==> src/common/csx_pkg.sv <==
/*
 * csx_pkg: constants shared by the instruction execution slice.
 * Assumes a 32-bit AHB-Lite register bus with word-aligned registers.
 */
package csx_pkg;
   // ************************************************************
   // register map (byte addresses)
   // ************************************************************
   localparam logic [7:0] CSX_OFS_OPERAND = 8'h00;
   localparam logic [7:0] CSX_OFS_COMMAND = 8'h04;
   localparam logic [7:0] CSX_OFS_ACC     = 8'h08;
   localparam logic [7:0] CSX_OFS_STATUS  = 8'h0C;
   localparam logic [7:0] CSX_OFS_FILE    = 8'h10;
   localparam logic [7:0] CSX_OFS_WAKE    = 8'h14;
   localparam logic [7:0] CSX_OFS_WDOG    = 8'h18;

   // ************************************************************
   // field positions
   // ************************************************************
   localparam int CSX_OPR_K_LSB   = 0;
   localparam int CSX_OPR_F_LSB   = 8;
   localparam int CSX_OPR_D_BIT   = 16;
   localparam int CSX_ST_C        = 0;
   localparam int CSX_ST_DC       = 1;
   localparam int CSX_ST_Z        = 2;
   localparam int CSX_ST_SLEEP_ENTERED_N = 3;
   localparam int CSX_ST_WD_EXPIRY_N     = 4;
   localparam int CSX_ST_ASLEEP   = 5;
   localparam int CSX_WD_PRE_LSB  = 8;

   // ************************************************************
   // reset values and sizes
   // ************************************************************
   localparam logic [7:0]  CSX_ACC_RST     = 8'h00;
   localparam logic [16:0] CSX_OPERAND_RST = 17'h0_0000;
   localparam logic [7:0]  CSX_WDOG_CLR    = 8'h00;
   localparam int          CSX_DATA_W      = 8;
   localparam int          CSX_FILE_DEPTH  = 128;
   localparam int          CSX_FADDR_W     = 7;

   // ************************************************************
   // operation codes, written to the command register
   // ************************************************************
   typedef enum logic [2:0] {
      CSX_OP_NONE    = 3'h0,
      CSX_OP_SLEEP   = 3'h1,
      CSX_OP_RRC     = 3'h2,
      CSX_OP_LIT_SUB = 3'h3,
      CSX_OP_FIL_SUB = 3'h4,
      CSX_OP_XOR_F   = 3'h5,
      CSX_OP_XOR_L   = 3'h6,
      CSX_OP_NIB_X   = 3'h7
   } csx_op_e;

   // core power state
   typedef enum logic {
      CSX_AWAKE  = 1'b0,
      CSX_ASLEEP = 1'b1
   } csx_state_e;
endpackage

==> src/verilog/csx_file_ram.sv <==
/*
 * csx_file_ram: file register storage, flip-flops addressed by index.
 * Assumes one write per cycle; read is combinational.
 */
`timescale 1ns/100ps
module csx_file_ram
   import csx_pkg::*;
#(
   parameter int WIDTH = CSX_DATA_W,
   parameter int DEPTH = CSX_FILE_DEPTH,
   parameter int AW    = CSX_FADDR_W
) (
   input  wire logic             mclk,
   input  wire logic             reset_n,
   input  wire logic             wr_en,
   input  wire logic [AW-1:0]    addr,
   input  wire logic [WIDTH-1:0] wr_data,
   output logic      [WIDTH-1:0] rd_data
);
   logic [WIDTH-1:0] mem_reg [DEPTH];

   // storage clears on reset so reads are never undefined
   always_ff @(posedge mclk) begin
      for (int i = 0; i < DEPTH; i++) begin
         if (!reset_n) begin
            mem_reg[i] <= '0;
         end else if (wr_en && (int'(addr) == i)) begin
            mem_reg[i] <= wr_data;
         end
      end
   end

   // asynchronous read by index
   assign rd_data = mem_reg[addr];
endmodule // csx_file_ram

==> src/verilog/csx_alu.sv <==
/*
 * csx_alu: combinational result and flag logic for the operations.
 * Assumes operands are stable for the cycle in which the op executes.
 */
`timescale 1ns/100ps
module csx_alu
   import csx_pkg::*;
(
   input  wire csx_op_e    op,
   input  wire logic [7:0] acc,
   input  wire logic [7:0] fval,
   input  wire logic [7:0] lit,
   input  wire logic       c_in,
   output logic      [7:0] result,
   output logic            c_out,
   output logic            dc_out,
   output logic            z_out,
   output logic            upd_c,
   output logic            upd_dc,
   output logic            upd_z,
   output logic            has_result,
   output logic            file_op
);
   // ************************************************************
   // helpers
   // ************************************************************
   // two's complement a - b: {carry (no borrow), digit carry, diff}
   function automatic logic [9:0] sub_flags(input logic [7:0] a, input logic [7:0] b);
      logic [8:0] full;
      logic [4:0] low;
      full = {1'b0, a} + {1'b0, ~b} + 9'h001;
      low  = {1'b0, a[3:0]} + {1'b0, ~b[3:0]} + 5'h01;
      return {full[8], low[4], full[7:0]};
   endfunction

   logic [9:0] sub_lit;
   logic [9:0] sub_fil;

   assign sub_lit = sub_flags(lit, acc);
   assign sub_fil = sub_flags(fval, acc);

   // ************************************************************
   // result and flag select
   // ************************************************************
   always_comb begin
      result = 8'h00;
      c_out  = c_in;
      dc_out = 1'b0;
      upd_c  = 1'b0;
      upd_dc = 1'b0;
      upd_z  = 1'b0;
      has_result = 1'b1;
      file_op    = 1'b1;
      unique case (op)
         CSX_OP_RRC: begin
            result = {c_in, fval[7:1]};
            c_out  = fval[0];
            upd_c  = 1'b1;
         end
         CSX_OP_LIT_SUB: begin
            {c_out, dc_out, result} = sub_lit;
            {upd_c, upd_dc, upd_z}  = 3'b111;
            file_op = 1'b0;
         end
         CSX_OP_FIL_SUB: begin
            {c_out, dc_out, result} = sub_fil;
            {upd_c, upd_dc, upd_z}  = 3'b111;
         end
         CSX_OP_XOR_F: begin
            result = acc ^ fval;
            upd_z  = 1'b1;
         end
         CSX_OP_XOR_L: begin
            result  = acc ^ lit;
            upd_z   = 1'b1;
            file_op = 1'b0;
         end
         CSX_OP_NIB_X: begin
            result = {fval[3:0], fval[7:4]};
         end
         CSX_OP_NONE, CSX_OP_SLEEP: begin
            has_result = 1'b0;
            file_op    = 1'b0;
         end
      endcase
   end

   // zero flag from the 8-bit result
   assign z_out = (result == 8'h00);
endmodule // csx_alu

==> src/verilog/csx_core.sv <==
/*
 * csx_core: AHB-Lite reachable execution slice for sleep, rotate right
 * through carry, subtract, exclusive OR and nibble exchange.
 * Assumes one AHB-Lite master, hready fed back from hreadyout, and a
 * synchronous active-low reset.
 */
`timescale 1ns/100ps
// Operation
// - sleep clears watchdog, prescaler; timeout 1, powerdown 0
// - after sleep, halt; no instruction until wake
// - rotate right through carry, only carry changes
// - destination bit picks accumulator or file register
// - literal minus accumulator into accumulator, C DC Z
// - file minus accumulator to destination, C DC Z
// - nibble exchange to destination, flags untouched
// - accumulator xor file to destination, zero only
// - accumulator xor literal into accumulator, zero only
module csx_core
   import csx_pkg::*;
#(
   parameter int WD_PRE_W = 8,
   parameter int WD_CNT_W = 8
) (
   input  wire logic        mclk,
   input  wire logic        reset_n,
   input  wire logic        hsel,
   input  wire logic [31:0] haddr,
   input  wire logic [1:0]  htrans,
   input  wire logic        hwrite,
   input  wire logic [2:0]  hsize,
   input  wire logic [31:0] hwdata,
   input  wire logic        hready,
   output logic             hreadyout,
   output logic             hresp,
   output logic      [31:0] hrdata,
   output logic             osc_halted
);
   // ************************************************************
   // declarations
   // ************************************************************
   logic                  wr_pend_reg;
   logic                  rd_pend_reg;
   logic [7:0]            addr_reg;
   logic [31:0]           hrdata_reg;
   logic [16:0]           operand_reg;
   logic [7:0]            acc_reg;
   logic [7:0]            acc_next;
   logic                  c_reg;
   logic                  dc_reg;
   logic                  z_reg;
   logic                  sleep_entered_flag_n_reg;
   logic                  watchdog_expiry_flag_n_reg;
   csx_state_e            state_reg;
   csx_state_e            state_next;
   logic [WD_PRE_W-1:0]   wd_pre_reg;
   logic [WD_CNT_W-1:0]   wd_cnt_reg;
   logic                  addr_ok;
   logic                  wr_operand;
   logic                  wr_command;
   logic                  wr_acc;
   logic                  wr_status;
   logic                  wr_file;
   logic                  wr_wake;
   logic                  exec;
   logic                  exec_sleep;
   logic                  wd_ovf;
   logic                  wake;
   csx_op_e               op_w;
   logic [7:0]            lit_w;
   logic [6:0]            faddr_w;
   logic                  dest_w;
   logic [7:0]            fval_w;
   logic [7:0]            alu_res;
   logic                  alu_c;
   logic                  alu_dc;
   logic                  alu_z;
   logic                  upd_c;
   logic                  upd_dc;
   logic                  upd_z;
   logic                  has_res;
   logic                  file_op;
   logic                  to_file;
   logic                  to_acc;
   logic                  ram_we;
   logic [7:0]            ram_wdata;
   logic [31:0]           rd_mux;

   // ************************************************************
   // bus slave: address phase capture, one wait state on reads
   // ************************************************************
   assign addr_ok = hsel && htrans[1] && hready;

   always_ff @(posedge mclk) begin
      if (!reset_n) begin
         wr_pend_reg <= 1'b0;
         rd_pend_reg <= 1'b0;
         addr_reg    <= 8'h00;
         hrdata_reg  <= 32'h0000_0000;
      end else begin
         wr_pend_reg <= addr_ok && hwrite;
         rd_pend_reg <= addr_ok && !hwrite;
         if (addr_ok) begin
            addr_reg <= haddr[7:0];
         end
         if (rd_pend_reg) begin
            hrdata_reg <= rd_mux;
         end
      end
   end

   // the wait state gives time to load the registered read data, hrdata_reg
   assign hreadyout = !rd_pend_reg;
   assign hresp     = 1'b0;
   assign hrdata    = hrdata_reg;

   // write strobes, data phase; unmapped writes are dropped
   assign wr_operand = wr_pend_reg && (addr_reg == CSX_OFS_OPERAND);
   assign wr_command = wr_pend_reg && (addr_reg == CSX_OFS_COMMAND);
   assign wr_acc     = wr_pend_reg && (addr_reg == CSX_OFS_ACC);
   assign wr_status  = wr_pend_reg && (addr_reg == CSX_OFS_STATUS);
   assign wr_file    = wr_pend_reg && (addr_reg == CSX_OFS_FILE);
   assign wr_wake    = wr_pend_reg && (addr_reg == CSX_OFS_WAKE);

   // read select; unmapped reads return zero
   always_comb begin
      rd_mux = 32'h0000_0000;
      unique case (addr_reg)
         CSX_OFS_OPERAND: rd_mux[16:0] = operand_reg;
         CSX_OFS_COMMAND: rd_mux       = 32'h0000_0000;
         CSX_OFS_ACC:     rd_mux[7:0]  = acc_reg;
         CSX_OFS_STATUS:  rd_mux[5:0]  = {state_reg == CSX_ASLEEP,
                                           watchdog_expiry_flag_n_reg,
                                           sleep_entered_flag_n_reg,
                                           z_reg, dc_reg, c_reg};
         CSX_OFS_FILE:    rd_mux[7:0]  = fval_w;
         CSX_OFS_WDOG:    rd_mux[CSX_WD_PRE_LSB +: WD_PRE_W] = wd_pre_reg;
         default:         rd_mux       = 32'h0000_0000;
      endcase
      if (addr_reg == CSX_OFS_WDOG) begin
         rd_mux[WD_CNT_W-1:0] = wd_cnt_reg;
      end
   end

   // ************************************************************
   // operand fields and execution
   // ************************************************************
   assign lit_w   = operand_reg[CSX_OPR_K_LSB +: 8];
   assign faddr_w = operand_reg[CSX_OPR_F_LSB +: 7];
   assign dest_w  = operand_reg[CSX_OPR_D_BIT];
   assign op_w    = csx_op_e'(hwdata[2:0]);

   // a halted core ignores commands until woken
   assign exec       = wr_command && (state_reg == CSX_AWAKE);
   assign exec_sleep = exec && (op_w == CSX_OP_SLEEP);

   csx_alu u_csx_alu (
      .op         (op_w),
      .acc        (acc_reg),
      .fval       (fval_w),
      .lit        (lit_w),
      .c_in       (c_reg),
      .result     (alu_res),
      .c_out      (alu_c),
      .dc_out     (alu_dc),
      .z_out      (alu_z),
      .upd_c      (upd_c),
      .upd_dc     (upd_dc),
      .upd_z      (upd_z),
      .has_result (has_res),
      .file_op    (file_op)
   );

   // destination steering
   assign to_file   = exec && has_res && file_op && dest_w;
   assign to_acc    = exec && has_res && !(file_op && dest_w);
   assign ram_we    = to_file || wr_file;
   assign ram_wdata = to_file ? alu_res : hwdata[7:0];
   assign acc_next  = to_acc ? alu_res : (wr_acc ? hwdata[7:0] : acc_reg);

   csx_file_ram u_csx_file_ram (
      .mclk    (mclk),
      .reset_n (reset_n),
      .wr_en   (ram_we),
      .addr    (faddr_w),
      .wr_data (ram_wdata),
      .rd_data (fval_w)
   );

   // operand, accumulator and arithmetic flags
   always_ff @(posedge mclk) begin
      if (!reset_n) begin
         operand_reg <= CSX_OPERAND_RST;
         acc_reg     <= CSX_ACC_RST;
         c_reg       <= 1'b0;
         dc_reg      <= 1'b0;
         z_reg       <= 1'b0;
      end else begin
         acc_reg <= acc_next;
         if (wr_operand) begin
            operand_reg <= hwdata[16:0];
         end
         if (wr_status) begin
            {z_reg, dc_reg, c_reg} <= hwdata[CSX_ST_Z:CSX_ST_C];
         end else if (exec) begin
            if (upd_c)  c_reg  <= alu_c;
            if (upd_dc) dc_reg <= alu_dc;
            if (upd_z)  z_reg  <= alu_z;
         end
      end
   end

   // ************************************************************
   // watchdog and power state
   // ************************************************************
   // free running; overflow while asleep is a wake-up with timeout
   assign wd_ovf = (&wd_pre_reg) && (&wd_cnt_reg);
   assign wake   = wr_wake || wd_ovf;

   always_ff @(posedge mclk) begin
      if (!reset_n) begin
         wd_pre_reg <= '0;
         wd_cnt_reg <= '0;
      end else if (exec_sleep) begin
         wd_pre_reg <= '0;
         wd_cnt_reg <= '0;
      end else begin
         wd_pre_reg <= wd_pre_reg + 1'b1;
         if (&wd_pre_reg) wd_cnt_reg <= wd_cnt_reg + 1'b1;
      end
   end

   // sleep wins over a same-cycle overflow: it clears the counter too
   always_ff @(posedge mclk) begin
      if (!reset_n) begin
         watchdog_expiry_flag_n_reg <= 1'b1;
         sleep_entered_flag_n_reg   <= 1'b1;
      end else if (exec_sleep) begin
         watchdog_expiry_flag_n_reg <= 1'b1;
         sleep_entered_flag_n_reg   <= 1'b0;
      end else if (wd_ovf) begin
         watchdog_expiry_flag_n_reg <= 1'b0;
      end
   end

   always_comb begin
      state_next = state_reg;
      unique case (state_reg)
         CSX_AWAKE:  if (exec_sleep) state_next = CSX_ASLEEP;
         CSX_ASLEEP: if (wake)       state_next = CSX_AWAKE;
      endcase
   end

   always_ff @(posedge mclk) begin
      if (!reset_n) state_reg <= CSX_AWAKE;
      else          state_reg <= state_next;
   end

   assign osc_halted = (state_reg == CSX_ASLEEP);

   // ************************************************************
   // checks
   // ************************************************************
   logic [7:0] rrc_expect;
   logic [7:0] xorl_expect;
   logic       lit_ge_acc;

   assign rrc_expect  = {c_reg, fval_w[7:1]};
   assign xorl_expect = acc_reg ^ lit_w;
   assign lit_ge_acc  = (lit_w >= acc_reg);
endmodule // csx_core

==> config.mk <==
export PLATFORM = sky130hd
export DESIGN_NAME = csx_core
export DESIGN_NICKNAME = d
export VERILOG_FILES = /design/src/common/csx_pkg.sv /design/src/verilog/csx_file_ram.sv /design/src/verilog/csx_alu.sv /design/src/verilog/csx_core.sv
export SDC_FILE = /design/constraint.sdc
export NUM_CORES = 2
export LEC_CHECK = 0
export BUFFER_PORTS_ARGS = -buffer_cell sky130_fd_sc_hd__buf_2
export CAP_MARGIN = 20
export CELL_PAD_IN_SITES_DETAIL_PLACEMENT = 0
export CELL_PAD_IN_SITES_GLOBAL_PLACEMENT = 1
export CORE_ASPECT_RATIO = 1.2
export CORE_MARGIN = 1
export CORE_UTILIZATION = 30
export CTS_CLUSTER_DIAMETER = 50
export DETAILED_ROUTE_END_ITERATION = 16
export MAX_ROUTING_LAYER = met4
export PLACE_DENSITY_LB_ADDON = 0.12
export SLEW_MARGIN = 20
export SYNTH_ARGS = -nofsm -noshare
export SYNTH_HDL_FRONTEND = slang
export SYNTH_SLANG_ARGS = --single-unit
==> constraint.sdc <==
create_clock -name mclk -period 7.45 [get_ports mclk]
set_input_delay 0 -clock mclk [delete_from_list [all_inputs] [get_ports mclk]]
set_output_delay 0 -clock mclk [all_outputs]
set_load 0.03 [all_outputs]
Word-level counts from Yosys, hierarchy flattened
Memories as Yosys holds them, arrays and structs flattened. A register that Yosys moved wholly into a read port is not among the register bits.
Index checks and enable logic that the tools add are counted.
Word-level totals
  flip-flop bits (word level): 74
  ROM bits: 0
  bits of input ports: 74
  output and inout bits: 35
  memories kept: 1
  bits in latches: 0
  memory bits (writable): 1024
Memories
  u_csx_file_ram.mem_reg: depth 128, width 8, read ports 1, clocked after memory_dff 1, wr ports 128, RTL line csx_file_ram.sv:20  | logic [WIDTH-1:0] mem_reg [DEPTH];
Cells by class
  div/mod/pow operators: 0
  $mul: 0
  muxes and demuxes: 543
  reduce and logical (&&, ||, !) cells: 172
  equal/unequal tests: 140
  bitwise gates (word level): 134
  order comparisons: 0
  add/subtract/negate cells: 10
  shift-type cells: 0
Operators with widths (number)
  $mux W8: 132
  $eq A7 B7 Y1 const B: 64
  $mux W1: 402
  $eq A7 B6 Y1 const B: 32
  $logic_and A1 B1 Y1: 146
  $or A1 B1 Y1: 128
  $eq A7 B5 Y1 const B: 16
  $eq A7 B4 Y1 const B: 8
  $pmux W8 S6: 1
  $eq A7 B3 Y1 const B: 4
  $eq A8 B5 Y1 const B: 3
  $pmux W6 S4: 1
  $add A8 B8 Y9: 2
  $add A9 B1 Y9 const B: 2
  $add A8 B1 Y8 const B: 2
  $eq A8 B4 Y1 const B: 2
  $logic_not A8 Y1: 2
  $pmux W8 S2: 1
  $reduce_and A8 Y1: 2
  $xor A8 B8 Y8: 2
  $eq A7 B2 Y1 const B: 2
  $mux W7: 2
  $eq A3 B3 Y1 const B: 4
  $add A4 B4 Y5: 2
  22 further kinds: 37

Depth between registers and ports, before layout
  word-level depth: 12
  depth in mapped cells: 28
  depth with buffers taken out: 22

By module
From an unflattened synthesis, not the netlist that was laid out.
Unflattened totals
  cell total of the unflattened synthesis: 3796
  area total of the unflattened synthesis: 52745.6 um^2
Modules (own cells, without submodules)
  csx_file_ram: cells an instance 3189, area each 47828.4 um^2, instances 1
  csx_core: cells an instance 438, area each 3662.3 um^2, instances 1
  csx_alu: cells an instance 169, area each 1255.0 um^2, instances 1

Worst setup path after synthesis
Ideal clock, no wire load.
  path kind: register -> register
  start: reg with a tool-made name
  end: mem u_csx_file_ram.mem_reg[112][7] (netlist name), data pin
  setup time: 0.260 ns
  arrival: 4.832 ns
  slack: 2.358 ns
  cell stages (with the launch flop): 24
  required time: 7.190 ns
  buffers on the path: 5
  cell sequence: dfxtp_1 > buf_6 > buf_6 > buf_2 > mux4_2 > mux4_2 > nor2_1 > a31oi_1 > a22oi_1 > nand3_1 > ha_1 > nor2b_1 > o21ai_0 > a21boi_0 > o21ai_0 > a21boi_0 > o21a_1 > or3_1 > a31oi_1 > o221ai_1 > mux2i_1 > buf_2 > buf_2 > nor2_1
RTL lines (RTL line)
  end: declaration: csx_file_ram.sv:20

==> out/results.tsv <==
metric	value	unit
ys_types	73	
slew_headroom	19.8	%
p_leak	21.1	nW
synth_flop_cell	edfxtp_1	
async_reset_ff_share	0	%
fill_cells	16400	
mostFrequentLayoutCell	nor2_1	
slowest_delay	0.77	ns
fin_skew	0.0284	ns
reg2reg_slack	0.68	ns
worst_pin_slew	1.20	ns
wl	195000	µm
status	finished clean	
post_cts_buffers	0	
synthXorXnorAreaFrac	0.610	%
dieArea	0.169	mm²
path_cells	buf_12, inv_2, nor2_1, buf_4, a221oi_1, o21ai_0, o21ai_0, o21ai_0, o211ai_1, buf_4, ha_1, a21oi_1, nor2_1, a21oi_1, o22ai_1, a31oi_1, o21ai_0, a21oi_1, nand2_1, a221o_1, mux2i_4, buf_12, buf_4, nor2_1	
hold_path.class	in2reg	
synth_edf_count	1024	
final_area	0.0596	mm²
first_pass_iters	7	
cts_tree	yes	
reg2reg_to	u_csx_file_ram.mem_reg[67][6]	
start_util	30.2	%
min_from	reset_n	
groute.usage.overall	23.6	%
whs_path_depth	3	
syn_inst	3942	
ir_worst_vdd	186	µV
worst-r2r-cell-count	24	
final.setup.tns	0	ns
synth_seq_cells	1105	
vias	34000	
post_synth.cell_area_avg	12.8	µm²
area_growth	18.6	%
core_region_area	0.166	mm²
die_y	450	µm
clock_tree.root_cell	clkbuf_16	
cts_htree_levels	4	
hpwlAfterDp	132000	µm
hold_end	sleep_entered_flag_n_reg	
grt_pass1_wl	273000	µm
rsz0062_at_grt	no	
fmax	0.148	GHz
yosysSeqAreaShare	64.4	%
critical_path.most_common_cell	o21ai_0	
end_kind	flip-flop	
synth.area.top_cells	edfxtp_1 (61%), mux4_2 (9.0%), nor2_1 (8.6%)	
cts_sinks	1105	
num_rows	164	
routabilityCongestion	0.842	
yosysTopAreaCell	edfxtp_1	
synth_compound_area_share	5.64	%
finalHoldViolCount	0	
cts_buffers	143	
synth_top_area_share	61.2	%
worstSetupPathType	reg2reg	
post_drt_via_cell_ratio	5.21	
ant_nets	0	
synth_top_family_by_area	simple AND/OR/NAND/NOR gates	
yosysWarnings	0	
clk_latency	0.80	ns
dpl_cell_area	0.0542	mm²
post_drt_wl_per_cell	30.0	µm
drc_errors	0	
largest_reg_flops	1024	
cellPowerDensity	250	mW/mm²
port_buffers	49	
grt_pass1_vias	34000	
critical_path.max_fanout	36	
setup_viol	0	
start_kind	flip-flop	
die_w	376	µm
post-route-min-period	6.77	ns
design.final.nets	4262	
cts_resized	0	
maxCapViolations	0	
clk_pin_slew_worst_paths	0.06	ns
grt_overflow	0	
antenna_found_initial	4	
drv_slew	0	
slowest_stage	nor2_1	
final_cell_mix	nor2_1 (1,141), edfxtp_1 (1,024), nand2_1 (336)	
fin_crit_sh	90.9	%
cp_data_required_time	7.97	ns
drive_gt1_share	17.9	%
clockBufferDepth	3	
grt_max_degree	129	
synthAdderAreaFrac	0.552	%
arrival	7.29	ns
synthMuxAreaShare	12.4	%
synth-simple-area-share	13.0	%
num_io_pins	109	
synthesis.area	0.0503	mm²
drtIter0Drc	3337	
p_total	14.9	mW
==> critical path, delay by kind of cell, from the launching register on <==
kind	cells	cell delay, ns
buffers and inverters	6	1.79
multiplexers	1	0.19
AND/OR/NAND/NOR	4	0.99
adder cells (fa/ha/maj)	1	0.23
AO/OA/AOI/OAI	12	2.39
flip-flops	1	0.75
==> per-layer routing <==
| metal | wire [µm] | GRT usage, % | up-vias |
|---|---|---|---|
| li1 | - | - | 14800 |
| met1 | 84500 | 30.5 | 17800 |
| met2 | 95900 | 38.5 | 1046 |
| met3 | 9300 | 3.09 | 261 |
| met4 | 5790 | 7.49 | 0 |
| met5 | 0 | - | - |
==> kinds of logic after synthesis <==
kind of cell,Yosys count
xor+xnor,35
fa+ha+maj,21
buf+inv,323
flops,1105
simple gates,1645
mux,362
other cells,1
compound gates,450
==> metrics by stage <==
| step | hold slack, ns | std cells | setup WS (ns) | util (%) |
|---|---|---|---|---|
| floorplan | 0.0768 | 3957 | 2.36 | - |
| global placement | 0.191 | 6203 | 0.600 | 32.6 |
| detailed placement | 0.191 | 6203 | 0.609 | 32.6 |
| global route | 0.0663 | 6523 | 0.455 | 35.8 |
| finish | 0.0619 | 6523 | 0.676 | 35.8 |
| CTS | 0.0118 | 6521 | 0.568 | 35.8 |
==> power breakdown <==
| part | internal [mW] | leakage (nW) | total [mW] | switching, mW |
|---|---|---|---|---|
| clock | 4.18 | 2.30 | 7.08 | 2.90 |
| sequential | 6.95 | 11.2 | 7.01 | 0.0636 |
| combinational | 0.252 | 7.53 | 0.811 | 0.559 |
| total | 11.4 | 21.1 | 14.9 | 3.52 |
==> repair_timing <==
item                                    in CTS  in global routing
hold endpoints to repair                   455                  0
endpoints found under the setup margin       0                  0
hold buffers                                59                  0
==> worst max-delay path by stage <==
stage / start / depth (start not counted) / to
floorplan: flip-flop / 23 / u_csx_file_ram.mem_reg[112][7]
global placement: flip-flop / 22 / u_csx_file_ram.mem_reg[9][4]
detailed placement: flip-flop / 22 / u_csx_file_ram.mem_reg[58][4]
CTS: flip-flop / 22 / u_csx_file_ram.mem_reg[107][4]
global route: flip-flop / 24 / u_csx_file_ram.mem_reg[18][6]
finish: flip-flop / 24 / u_csx_file_ram.mem_reg[67][6]
==> Yosys cell counts, types with 24 or more instances <==
cell,count
nand2_1,336
mux2i_1,151
dfxtp_1,81
buf_4,59
xnor2_1,24
a22oi_1,54
nor2_1,1151
o21ai_0,184
nand3_1,50
buf_2,125
edfxtp_1,1024
mux4_2,200
a221oi_1,31
a21oi_1,62
clkbuf_1,90
==> area by class of cell <==
cell class              count  area, µm²  share of cell area (%)
clock inverters            94       1020                    1.72
clock buffers             165       3720                    6.25
diodes                      1       2.50                 0.00420
flip-flops and latches   1105      32400                    54.3
multi-input cells        2529      16400                    27.5
repair buffers            363       3200                    5.36
inverters                  25       93.8                   0.157
well taps                2241       2800                    4.70
(Power assumes the default switching activity.)
